### src/logic/pmc_pkg.sv
// Shared constants for the port pin mode control block
package pmc_pkg;

  // Pin count and pin positions in the pin vectors
  localparam int          NPIN      = 12;   // PA0..PA6, pin seven, PB0..PB3
  localparam int          PIN_IRQ0  = 0;    // PA0 carries ext_irq_zero
  localparam int          PIN_PWA   = 1;    // PA1 carries pulse_out_a
  localparam int          PIN_PWB   = 3;    // PA3 carries pulse_out_b / scaled clock
  localparam int          PIN_SEVEN = 7;    // port_a_pin_seven
  localparam int          PIN_IRQ1  = 8;    // PB0 carries ext_irq_one

  // Register byte offsets on the APB
  localparam logic [7:0]  ADDR_DATA  = 8'h00;  // Data, reads pin state
  localparam logic [7:0]  ADDR_LATCH = 8'h04;  // Data, reads output latch
  localparam logic [7:0]  ADDR_MODE  = 8'h08;  // Two mode bits per pin
  localparam logic [7:0]  ADDR_ALT   = 8'h0c;  // Alternate function control
  localparam logic [7:0]  ADDR_STAT  = 8'h10;  // Sticky event status, W1C
  localparam logic [7:0]  ADDR_MASK  = 8'h14;  // Interrupt enables

  // Alternate control field positions
  localparam int          ALT_W    = 6;
  localparam int          ALT_PWA  = 0;   // pulse_out_a_enable
  localparam int          ALT_PWB  = 1;   // pulse_out_b_enable
  localparam int          ALT_TCO  = 2;   // scaled_clock_out_enable
  localparam int          ALT_XRST = 3;   // ext_reset_enable
  localparam int          ALT_XTAL = 4;   // Crystal pins taken by oscillator
  localparam int          ALT_EDG0 = 5;   // ext_irq_zero on rising edge

  // Status and mask field positions
  localparam int          ST_W     = 4;
  localparam int          ST_IRQ0  = 0;
  localparam int          ST_IRQ1  = 1;
  localparam int          ST_IRQ2  = 2;
  localparam int          ST_WAKE  = 3;

  // Reset values
  localparam logic [11:0] DATA_RST  = 12'hfff;
  localparam logic [23:0] MODE_RST  = 24'h004000;  // Pin seven field 01
  localparam logic [5:0]  ALT_RST   = 6'h00;
  localparam logic [3:0]  ST_RST    = 4'h0;
  localparam logic [11:0] XTAL_DEF  = 12'h060;     // PA5, PA6 as crystal pins

  // Pin modes
  typedef enum logic [1:0] {
    MODE_PU_IN    = 2'h0,
    MODE_FLOAT_IN = 2'h1,
    MODE_PUSH     = 2'h2,
    MODE_WAKE     = 2'h3
  } pmc_mode_e;

endpackage

### src/logic/pmc_pin_sync.sv
`timescale 1ns/1ps
// Three-stage pin synchroniser; a level counts once stages two and three agree
module pmc_pin_sync
  import pmc_pkg::*;
#(
  parameter int           W       = NPIN,
  parameter logic [W-1:0] RST_VAL = '1
) (
  input  wire logic         clk_i,
  input  wire logic         rstn_i,
  input  wire logic [W-1:0] async_i,
  output logic      [W-1:0] sync_o
);

  logic [W-1:0] s1_r;   // Metastability stage, read only by s2_r
  logic [W-1:0] s2_r;   // Second stage
  logic [W-1:0] s3_r;   // Third stage
  logic [W-1:0] val_r;  // Accepted level

  // Shift chain and per-bit agreement filter
  always_ff @(posedge clk_i or negedge rstn_i) begin
    if (!rstn_i) begin
      s1_r  <= RST_VAL;
      s2_r  <= RST_VAL;
      s3_r  <= RST_VAL;
      val_r <= RST_VAL;
    end else begin
      s1_r  <= async_i;
      s2_r  <= s1_r;
      s3_r  <= s2_r;
      // Bits that disagree keep the old value
      val_r <= (s2_r & ~(s2_r ^ s3_r)) | (val_r & (s2_r ^ s3_r));
    end
  end

  assign sync_o = val_r;

endmodule

### src/logic/pmc_port.sv
`timescale 1ns/1ps
// Notes on behaviour
// Digital input only in input modes, data one
// Data zero drives low; data one follows mode
// Pull-up chosen per pin by its mode
// Read-modify-write reads return the output latch
// Ordinary data reads return pin state
// Bit ops and plane writes use latch read
// Alternate functions sit on fixed pins
// Alt outputs push-pull; interrupts need input setup
// Crystal pins override every other function
// Pin seven: input or open-drain low only
// Pin seven data one input, zero low
// Pin seven mode resets to pull-up off
// External reset makes pin seven pulled input
// Pin seven mode table without external reset
// Pin inputs synchronised before any use
module pmc_port
  import pmc_pkg::*;
#(
  parameter logic [NPIN-1:0] XTAL_MASK = XTAL_DEF
) (
  input  wire logic             clk_i,
  input  wire logic             rstn_i,
  input  wire logic [7:0]       paddr_i,
  input  wire logic             psel_i,
  input  wire logic             penable_i,
  input  wire logic             pwrite_i,
  input  wire logic [31:0]      pwdata_i,
  output logic      [31:0]      prdata_o,
  output logic                  pready_o,
  output logic                  pslverr_o,
  input  wire logic [NPIN-1:0]  pin_in_i,
  output logic      [NPIN-1:0]  pin_out_o,
  output logic      [NPIN-1:0]  pin_oe_o,
  output logic      [NPIN-1:0]  pin_pu_o,
  output logic      [NPIN-1:0]  pin_ie_o,
  input  wire logic             pulse_out_a_i,
  input  wire logic             pulse_out_b_i,
  input  wire logic             scaled_clock_out_i,
  output logic                  irq_o,
  output logic                  ext_reset_req_o
);

  // Register state
  logic [NPIN-1:0]   data_r;     // port_data_bit latch
  logic [2*NPIN-1:0] mode_r;     // Two bits per pin
  logic [ALT_W-1:0]  alt_r;      // Alternate function control
  logic [ST_W-1:0]   stat_r;     // Sticky events
  logic [ST_W-1:0]   mask_r;     // ext_irq_enable and wake enable
  logic [31:0]       prdata_r;   // Read data, loaded in setup phase
  logic [NPIN-1:0]   prev_r;     // Previous gated input level

  // Pin drive state
  logic [NPIN-1:0]   out_r;
  logic [NPIN-1:0]   oe_r;
  logic [NPIN-1:0]   pu_r;
  logic [NPIN-1:0]   ie_r;
  logic [3:0]        cfg_nxt [NPIN];  // {oe, out, pu, ie} per pin

  // Input side
  logic [NPIN-1:0]   pin_s;      // Synchronised pin levels
  logic [NPIN-1:0]   in_v;       // Levels seen through the input gate
  logic [NPIN-1:0]   fall;       // Falling edges
  logic [NPIN-1:0]   rise;       // Rising edges
  logic [NPIN-1:0]   wk_en;      // Pins armed for wakeup
  logic [ST_W-1:0]   ev;         // Events this cycle
  logic [ST_W-1:0]   clr;        // Software clears this cycle

  // Bus strobes
  logic              wr_en;
  logic              rd_setup;

  // True for a mapped register offset
  function automatic logic addr_ok(input logic [7:0] a);
    return (a == ADDR_DATA) || (a == ADDR_LATCH) || (a == ADDR_MODE) ||
           (a == ADDR_ALT)  || (a == ADDR_STAT)  || (a == ADDR_MASK);
  endfunction

  // Pin drive decode, returns {oe, out, pu, ie}
  function automatic logic [3:0] pin_cfg(
    input int         idx,
    input logic       d,
    input logic [1:0] m,
    input logic [5:0] alt,
    input logic       xt,
    input logic       pa,
    input logic       pb,
    input logic       tc
  );
    logic [3:0] c;
    c = 4'h0;
    if (idx == PIN_SEVEN) begin
      // Open-drain only, never drives high
      if (alt[ALT_XRST]) begin
        c = 4'b0011;
      end else if (m == MODE_PUSH) begin
        c = 4'b0001;
      end else if (!d) begin
        c = 4'b1000;
      end else if (m == MODE_FLOAT_IN) begin
        c = 4'b0001;
      end else begin
        c = 4'b0011;
      end
    end else if (!d) begin
      c = 4'b1000;
    end else begin
      unique case (m)
        MODE_PU_IN:    c = 4'b0011;
        MODE_FLOAT_IN: c = 4'b0001;
        MODE_PUSH:     c = 4'b1100;
        MODE_WAKE:     c = 4'b0011;
      endcase
    end
    // Alternate outputs take the pin push-pull
    if (idx == PIN_PWA && alt[ALT_PWA]) begin
      c = {1'b1, pa, 2'b00};
    end
    if (idx == PIN_PWB) begin
      if (alt[ALT_TCO]) begin
        c = {1'b1, tc, 2'b00};
      end else if (alt[ALT_PWB]) begin
        c = {1'b1, pb, 2'b00};
      end
    end
    // Oscillator owns the crystal pins outright
    if (xt && alt[ALT_XTAL]) begin
      c = 4'h0;
    end
    return c;
  endfunction

  // Synchroniser for all pin inputs
  pmc_pin_sync #(
    .W       (NPIN),
    .RST_VAL ({NPIN{1'b1}})
  ) u_sync (
    .clk_i   (clk_i),
    .rstn_i  (rstn_i),
    .async_i (pin_in_i),
    .sync_o  (pin_s)
  );

  // Bus strobes; the slave never stalls
  assign wr_en     = psel_i && penable_i && pwrite_i && addr_ok(paddr_i);
  assign rd_setup  = psel_i && !penable_i && !pwrite_i;
  assign pready_o  = 1'b1;
  assign pslverr_o = psel_i && penable_i && !addr_ok(paddr_i);
  assign prdata_o  = prdata_r;

  // Per-pin decode and wakeup arming
  for (genvar i = 0; i < NPIN; i++) begin : g_pin
    assign cfg_nxt[i] = pin_cfg(i, data_r[i], mode_r[2*i+:2], alt_r, XTAL_MASK[i],
                                pulse_out_a_i, pulse_out_b_i, scaled_clock_out_i);
    // Every pin offers wakeup in mode 3 with data one, except pin seven while external reset is enabled
    assign wk_en[i] = data_r[i] && (mode_r[2*i+:2] == MODE_WAKE) &&
                      !(i == PIN_SEVEN && alt_r[ALT_XRST]);
  end

  // Data latch; both data offsets write it
  always_ff @(posedge clk_i or negedge rstn_i) begin
    if (!rstn_i) begin
      data_r <= DATA_RST;
    end else if (wr_en && (paddr_i == ADDR_DATA || paddr_i == ADDR_LATCH)) begin
      data_r <= pwdata_i[NPIN-1:0];
    end
  end

  // Mode field, one pair per pin
  always_ff @(posedge clk_i or negedge rstn_i) begin
    if (!rstn_i) begin
      mode_r <= MODE_RST;
    end else if (wr_en && paddr_i == ADDR_MODE) begin
      mode_r <= pwdata_i[2*NPIN-1:0];
    end
  end

  // Alternate control and mask
  always_ff @(posedge clk_i or negedge rstn_i) begin
    if (!rstn_i) begin
      alt_r  <= ALT_RST;
      mask_r <= ST_RST;
    end else if (wr_en) begin
      if (paddr_i == ADDR_ALT) begin
        alt_r <= pwdata_i[ALT_W-1:0];
      end
      if (paddr_i == ADDR_MASK) begin
        mask_r <= pwdata_i[ST_W-1:0];
      end
    end
  end

  // Registered pin drive
  always_ff @(posedge clk_i or negedge rstn_i) begin
    if (!rstn_i) begin
      oe_r  <= '0;
      out_r <= '0;
      pu_r  <= '0;
      ie_r  <= '0;
    end else begin
      for (int i = 0; i < NPIN; i++) begin
        {oe_r[i], out_r[i], pu_r[i], ie_r[i]} <= cfg_nxt[i];
      end
    end
  end

  assign pin_oe_o  = oe_r;
  assign pin_out_o = out_r;
  assign pin_pu_o  = pu_r;
  assign pin_ie_o  = ie_r;

  // Input gate and edge detection
  assign in_v = pin_s & ie_r;
  assign fall = prev_r & ~in_v;
  assign rise = ~prev_r & in_v;

  always_ff @(posedge clk_i or negedge rstn_i) begin
    if (!rstn_i) begin
      prev_r <= '0;
    end else begin
      prev_r <= in_v;
    end
  end

  // Interrupt events need an input mode and data one
  always_comb begin
    ev = '0;
    ev[ST_IRQ0] = (alt_r[ALT_EDG0] ? rise[PIN_IRQ0] : fall[PIN_IRQ0]) &&
                  data_r[PIN_IRQ0] && !mode_r[2*PIN_IRQ0+1];
    ev[ST_IRQ1] = fall[PIN_IRQ1] && data_r[PIN_IRQ1] && !mode_r[2*PIN_IRQ1+1];
    ev[ST_IRQ2] = fall[PIN_SEVEN] && data_r[PIN_SEVEN] &&
                  !mode_r[2*PIN_SEVEN+1] && !alt_r[ALT_XRST];
    ev[ST_WAKE] = |(fall & wk_en);
  end

  assign clr = (wr_en && paddr_i == ADDR_STAT) ? pwdata_i[ST_W-1:0] : '0;

  // Sticky status; a new event beats a clear
  always_ff @(posedge clk_i or negedge rstn_i) begin
    if (!rstn_i) begin
      stat_r <= ST_RST;
    end else begin
      stat_r <= (stat_r & ~clr) | ev;
    end
  end

  // Interrupt enable gates events onto the line
  assign irq_o = |(stat_r & mask_r);

  // Low on pin seven asks for reset when enabled
  assign ext_reset_req_o = alt_r[ALT_XRST] && !pin_s[PIN_SEVEN];

  // Read data captured in the setup phase
  always_ff @(posedge clk_i or negedge rstn_i) begin
    if (!rstn_i) begin
      prdata_r <= '0;
    end else if (rd_setup) begin
      prdata_r <= '0;
      unique case (paddr_i)
        ADDR_DATA:  prdata_r[NPIN-1:0]   <= in_v;
        ADDR_LATCH: prdata_r[NPIN-1:0]   <= data_r;
        ADDR_MODE:  prdata_r[2*NPIN-1:0] <= mode_r;
        ADDR_ALT:   prdata_r[ALT_W-1:0]  <= alt_r;
        ADDR_STAT:  prdata_r[ST_W-1:0]   <= stat_r;
        ADDR_MASK:  prdata_r[ST_W-1:0]   <= mask_r;
        default:    prdata_r             <= '0;
      endcase
    end
  end
endmodule

### config.mk
export PLATFORM = sky130hd
export DESIGN_NAME = pmc_port
export DESIGN_NICKNAME = d
export VERILOG_FILES = /design/src/logic/pmc_pkg.sv /design/src/logic/pmc_pin_sync.sv /design/src/logic/pmc_port.sv
export SDC_FILE = /design/constraint.sdc
export NUM_CORES = 1
export LEC_CHECK = 0
export BUFFER_PORTS_ARGS = -buffer_cell sky130_fd_sc_hd__buf_4
export CORE_MARGIN = 3
export CORE_UTILIZATION = 40
export CTS_CLUSTER_SIZE = 40
export DETAILED_ROUTE_END_ITERATION = 16
export GPL_TIMING_DRIVEN = 0
export PLACE_DENSITY_LB_ADDON = 0.05
export SYNTH_ARGS = -nofsm -noshare
export SYNTH_HDL_FRONTEND = slang
export SYNTH_HIERARCHICAL = 1
export SYNTH_SLANG_ARGS = --single-unit
### constraint.sdc
create_clock -name clk_i -period 2.2 [get_ports clk_i]
set_clock_uncertainty 0.15 [all_clocks]
set_input_delay 0.22 -clock clk_i [delete_from_list [all_inputs] [get_ports clk_i]]
set_output_delay 0.22 -clock clk_i [all_outputs]
set_load 0.02 [all_outputs]
# Word level (Yosys, flattened, before mapping)
# Cells that the tools add are included.
[word_totals]
reg_bits = 182
latchBits = 0
ramBits = 0
rom_bits = 0
input_bits = 60
output_inout_bits = 84
mem_count = 0
[classes]
n_addsub = 0
n_mul = 0
div = 0
magnitude_cmp = 0
n_eq_ne = 41
shift = 0
muxes = 37
bitwise_logic = 15
n_reduce_logical = 70
[ops]
columns = ["op", "n"]
rows = [
  ["$pmux W4 S3", 11],
  ["$mux W4", 20],
  ["$and A12 B12 Y12", 5],
  ["$eq A2 B2 Y1 const B", 24],
  ["$logic_and A1 B1 Y1", 30],
  ["$eq A2 B1 Y1 const B", 12],
  ["$not A12 Y12", 2],
  ["$pmux W4 S6", 1],
  ["$logic_not A2 Y1", 11],
  ["$reduce_or A2 Y1", 11],
  ["$pmux W6 S3", 1],
  ["$eq A8 B4 Y1 const B", 2],
  ["$eq A8 B5 Y1 const B", 2],
  ["$mux W12", 1],
  ["$or A12 B12 Y12", 1],
  ["$reduce_or A12 Y1", 1],
  ["$xor A12 B12 Y12", 1],
  ["$and A4 B4 Y4", 2],
  ["$eq A8 B3 Y1 const B", 1],
  ["$logic_not A1 Y1", 8],
  ["$logic_not A8 Y1", 1],
  ["$pmux W2 S4", 1],
  ["$logic_or A1 B1 Y1", 5],
  ["$not A4 Y4", 1],
  ["other kinds (7)", 8],
]

# Depth between registers and ports, before layout
[depth]
word_depth = 12
mapped_depth = 6
ltp_nobuf = 6

# By module
# The synthesis kept the hierarchy.
[modules_own_cells]
columns = ["mod", "instances", "cells_each", "area_per_inst_um2", "seq_area_each_um2"]
rows = [
  ["pmc_port", 1, 463, 5760.5, 3344.5],
  ["pmc_pin_sync", 1, 60, 1396.3, 1261.2],
]

# Worst setup path before layout
# No wires, ideal clock.
[synth_timing]
path_kind = "input to register"
start = "input paddr_i[0]"
end = "register alt_r[0]"
setup_time_ns = 0.125
arrival_time_ns = 1.694
slack_ns = 0.231
stages = 5
cell_sequence = "or4_4 -> nor3_4 -> and4_1 -> buf_4 -> mux2_2"
[synth_via]
elab_chain_len = 8
[synth_lines]
columns = ["item", "line_no", "source"]
rows = [
  ["from (decl)", "pmc_port.sv:25", "input wire logic [7:0] paddr_i,"],
  ["$eq A8 B3 Y1 / $logic_not A8 Y1 (equally long branches)", "pmc_port.sv:76", "return (a == ADDR_DATA) || (a == ADDR_LATCH) || (a == ADDR_MODE) ||"],
  ["$logic_or A1 B1 Y1 (3 in a row)", "pmc_port.sv:76", ""],
  ["$logic_or A1 B1 Y1 (2 in a row)", "pmc_port.sv:77", "(a == ADDR_ALT) || (a == ADDR_STAT) || (a == ADDR_MASK);"],
  ["$logic_and A1 B1 Y1", "pmc_port.sv:146", "assign wr_en = psel_i && penable_i && pwrite_i && addr_ok(paddr_i);"],
  ["$reduce_and A2 Y1 (no line) *", "-", ""],
  ["to (signal assigned)", "pmc_port.sv:186", "alt_r <= pwdata_i[ALT_W-1:0];"],
  ["to (decl)", "pmc_port.sv:48", "logic [ALT_W-1:0] alt_r;"],
]
# Mark *: on every way between the ends. The rest lies on a longest branch, timed or not.
# A chain may end at the register's enable or synchronous reset.

==> impl_metrics.env <==
export IMPL_status="completed"
export IMPL_n_fill_cell=1516
export IMPL_drt_total_wl_mm=16.5
export IMPL_synth_seq_cells=181
export IMPL_max_cap_violations=0
export IMPL_io_pins=144
export IMPL_path_clk_slew_ns=0.07
export IMPL_grt_pass1_wl_mm=27.0
export IMPL_min_path_type="in -> reg"
export IMPL_wl_per_cell_microns=17.3
export IMPL_arrival_ns=2.20
export IMPL_cp_slowest_cell="dfstp_2"
export IMPL_antenna_cells=0
export IMPL_synth_commonest_cells="120 x dfrtp_1, 61 x dfstp_2, 49 x nand2_1, 37 x inv_1, 26 x mux2_2"
export IMPL_synth_cell_types=57
export IMPL_multi_input_area_sq_um=2300
export IMPL_maxSlewViolCount=0
export IMPL_fp_coreArea_sq_um=17400
export IMPL_clk_latency_ns=0.43
export IMPL_max_freq_ghz=0.489
export IMPL_cp_end_kind="flop"
export IMPL_drt_first_iter_violations=209
export IMPL_grt_max_degree=104
export IMPL_yosysWarnings=6
export IMPL_start_util_pct=41.1
export IMPL_cts_buffers=17
export IMPL_via_count=4594
export IMPL_yosysTopAreaCell="dfrtp_1"
export IMPL_clkSinkCount=181
export IMPL_min_delay_path_depth=4
export IMPL_syn_area_sq_um=7160
export IMPL_r2r_slack_ns=0.16
export IMPL_die_x_microns=140
export IMPL_clockRootBuffer="clkbuf_16"
export IMPL_ys_seq_area_share_pct=64.4
export IMPL_antenna_left=0
export IMPL_finalSetupViolCount=0
export IMPL_vdd_ir_drop_max_mv=0.567
export IMPL_period_minus_slack_ns=2.04
export IMPL_antenna_found_initial=0
export IMPL_place_congestion=0.790
export IMPL_place_hpwl_mm=11.5
export IMPL_maxSlewHeadroom_pct=41.3
export IMPL_portBuffers=124
export IMPL_drc=0
export IMPL_power_leakage_nw=4.65
export IMPL_tightest_slew_ns=0.877
export IMPL_grt_overflow_total=0
export IMPL_rows=48
export IMPL_r2r_cells=5
export IMPL_ys_flop_type="dfrtp_1"
export IMPL_worst_setup_path_start_kind="flop"
export IMPL_dpl_cell_area_sq_um=8430
export IMPL_crit_chain="and2_1 > nor2_1 > a41oi_1 > o2111ai_1 > or4_1"
export IMPL_grt_pass1_vias=4818
export IMPL_period_share_pct=92.9
export IMPL_final_area_sq_um=9470
export IMPL_fin_setup_tns_ns=0
export IMPL_firstDrtPassIters=4
export IMPL_ys_top_cells_by_area="dfrtp_1 42%, dfstp_2 22%, mux2_4 4.2%, mux2_2 4.1%, ha_1 3.8%"
export IMPL_dieArea_sq_um=19500
export IMPL_cp_max_fo=3
export IMPL_synth_top_area_share_pct=42.0
export IMPL_worstSetupPathType="reg -> reg"
export IMPL_postCtsSetupBuffers=0
export IMPL_cts_max_level=4
export IMPL_finalHoldWorstSlack_ns=0.0368
export IMPL_synth_most_common_cell="dfrtp_1"
export IMPL_area_sequential_sq_um=4610
export IMPL_required_ns=2.35
export IMPL_cts_buffer_depth=2
export IMPL_synthCells=523
export IMPL_cts_tree="yes"
export IMPL_fp_dieH_microns=140
export IMPL_detail_route_vias_per_cell=4.82
export IMPL_synth_edf_count=0
export IMPL_rsz0062_at_grt="no"
export IMPL_hold_violations=0
export IMPL_cellPowerDensity_nw_per_um2=758
export IMPL_avgSynthCellArea_sq_um=13.7
export IMPL_area_growth_pct=32.3
export IMPL_grtUsageTotal_pct=17.9
export IMPL_synthArstFlopShare_pct=100
export IMPL_layout_drive_gt1_share_pct=41.4
export IMPL_cp_slowest_stage_delay_ns=0.53
export IMPL_nNetsFinal=798
==> timing repair <==
item                                    CTS  global route
endpoints found under the hold margin   134             0
hold buffers                             41             0
endpoints found under the setup margin    0             1
resized for setup                         0             1
==> final timing paths <==
kind | startpoint | to
max | flop | stat_r[3]
min | paddr_i[3] | prdata_o[1]
max reg2reg | flop | stat_r[3]
min reg2reg | u_sync/s1_r[3] | u_sync/s2_r[3]
max in group asynchronous | rstn_i | async pin
min in group asynchronous | rstn_i | pin_oe_o[0]
==> critical path, delay by kind of cell (launching register included) <==
kind | cells | cell delay [ns]
simple gates | 3 | 0.77
flops | 1 | 0.53
compound gates | 2 | 0.47
==> per-layer routing <==
metal / up-vias / global-route usage, % / share of wire [%] / wire, microns
met3: 17 / 4.50 / 5.9 / 973
li1: 2168 / - / - / -
met4: 0 / 5.56 / 1.5 / 255
met5: - / 0 / 0 / 0
met2: 112 / 26.9 / 46 / 7660
met1: 2297 / 25.6 / 46 / 7630
==> power by group <==
group	internal (mW)	total (mW)	switching, mW
clock network	1.84	3.16	1.32
logic	0.224	0.469	0.245
registers	3.48	3.54	0.0626
total	5.54	7.17	1.63
==> area by class of cell <==
cell class | instances | share of cell area [%]
Clock inverter | 13 | 1.82
Clock buffer | 19 | 4.68
Buffer | 23 | 1.57
Inverter | 37 | 1.47
Sequential cell | 181 | 48.7
Tap cell | 225 | 2.97
Multi-Input combinational cell | 290 | 24.3
Timing Repair Buffer | 166 | 14.5
==> cell usage in the layout (no fill, tap or decap), types with 6 or more instances in the layout <==
cell type	instances
clkbuf_16	17
a21oi_1	9
a22oi_1	8
conb_1	10
buf_4	135
mux2_4	20
nand2_1	49
maj3_2	12
inv_1	37
clkbuf_1	6
ha_1	22
nand3_1	6
dlygate4sd3_1	41
nand4_1	8
and2_1	16
mux2i_1	6
nand2b_1	8
mux2_2	26
o21ai_0	23
dfrtp_1	120
dfstp_2	61
a22o_1	12
nor2_1	9
==> stage by stage <==
stage / power, mW / cells / worst slack (ns) / util [%]
2_1_floorplan: 3.76 / 531 / 0.231 / -
5_1_grt: 7.47 / 954 / 0.0475 / 54.3
6_report: 7.17 / 954 / 0.157 / 54.3
3_3_place_gp: 4.00 / 880 / -0.282 / 48.2
3_5_place_dp: 4.02 / 881 / -0.223 / 48.4
4_1_cts: 7.26 / 954 / 0.0599 / 54.3
==> state kept, by name, summed over array words and instances, names as in the netlist, 12 cells and up, named ones only <==
signal	count
data_r	12
mode_r	24
pin_ie_o	12
pin_oe_o	12
pin_pu_o	12
prdata_o	24
prev_r	12
u_sync/s1_r	12
u_sync/s2_r	12
u_sync/s3_r	12
==> cell families (layout without fill, tap and decap cells) <==
family	Yosys count	in the layout	synth area share (%)
other cells	2	10	0.105
xor+xnor	1	1	0.122
mux	55	55	9.91
flops	181	181	64.4
simple gates	125	125	9.69
compound gates	65	65	6.07
fa+ha+maj	34	34	5.73
buf+inv	60	258	4.02
(Power assumes the default switching activity.)
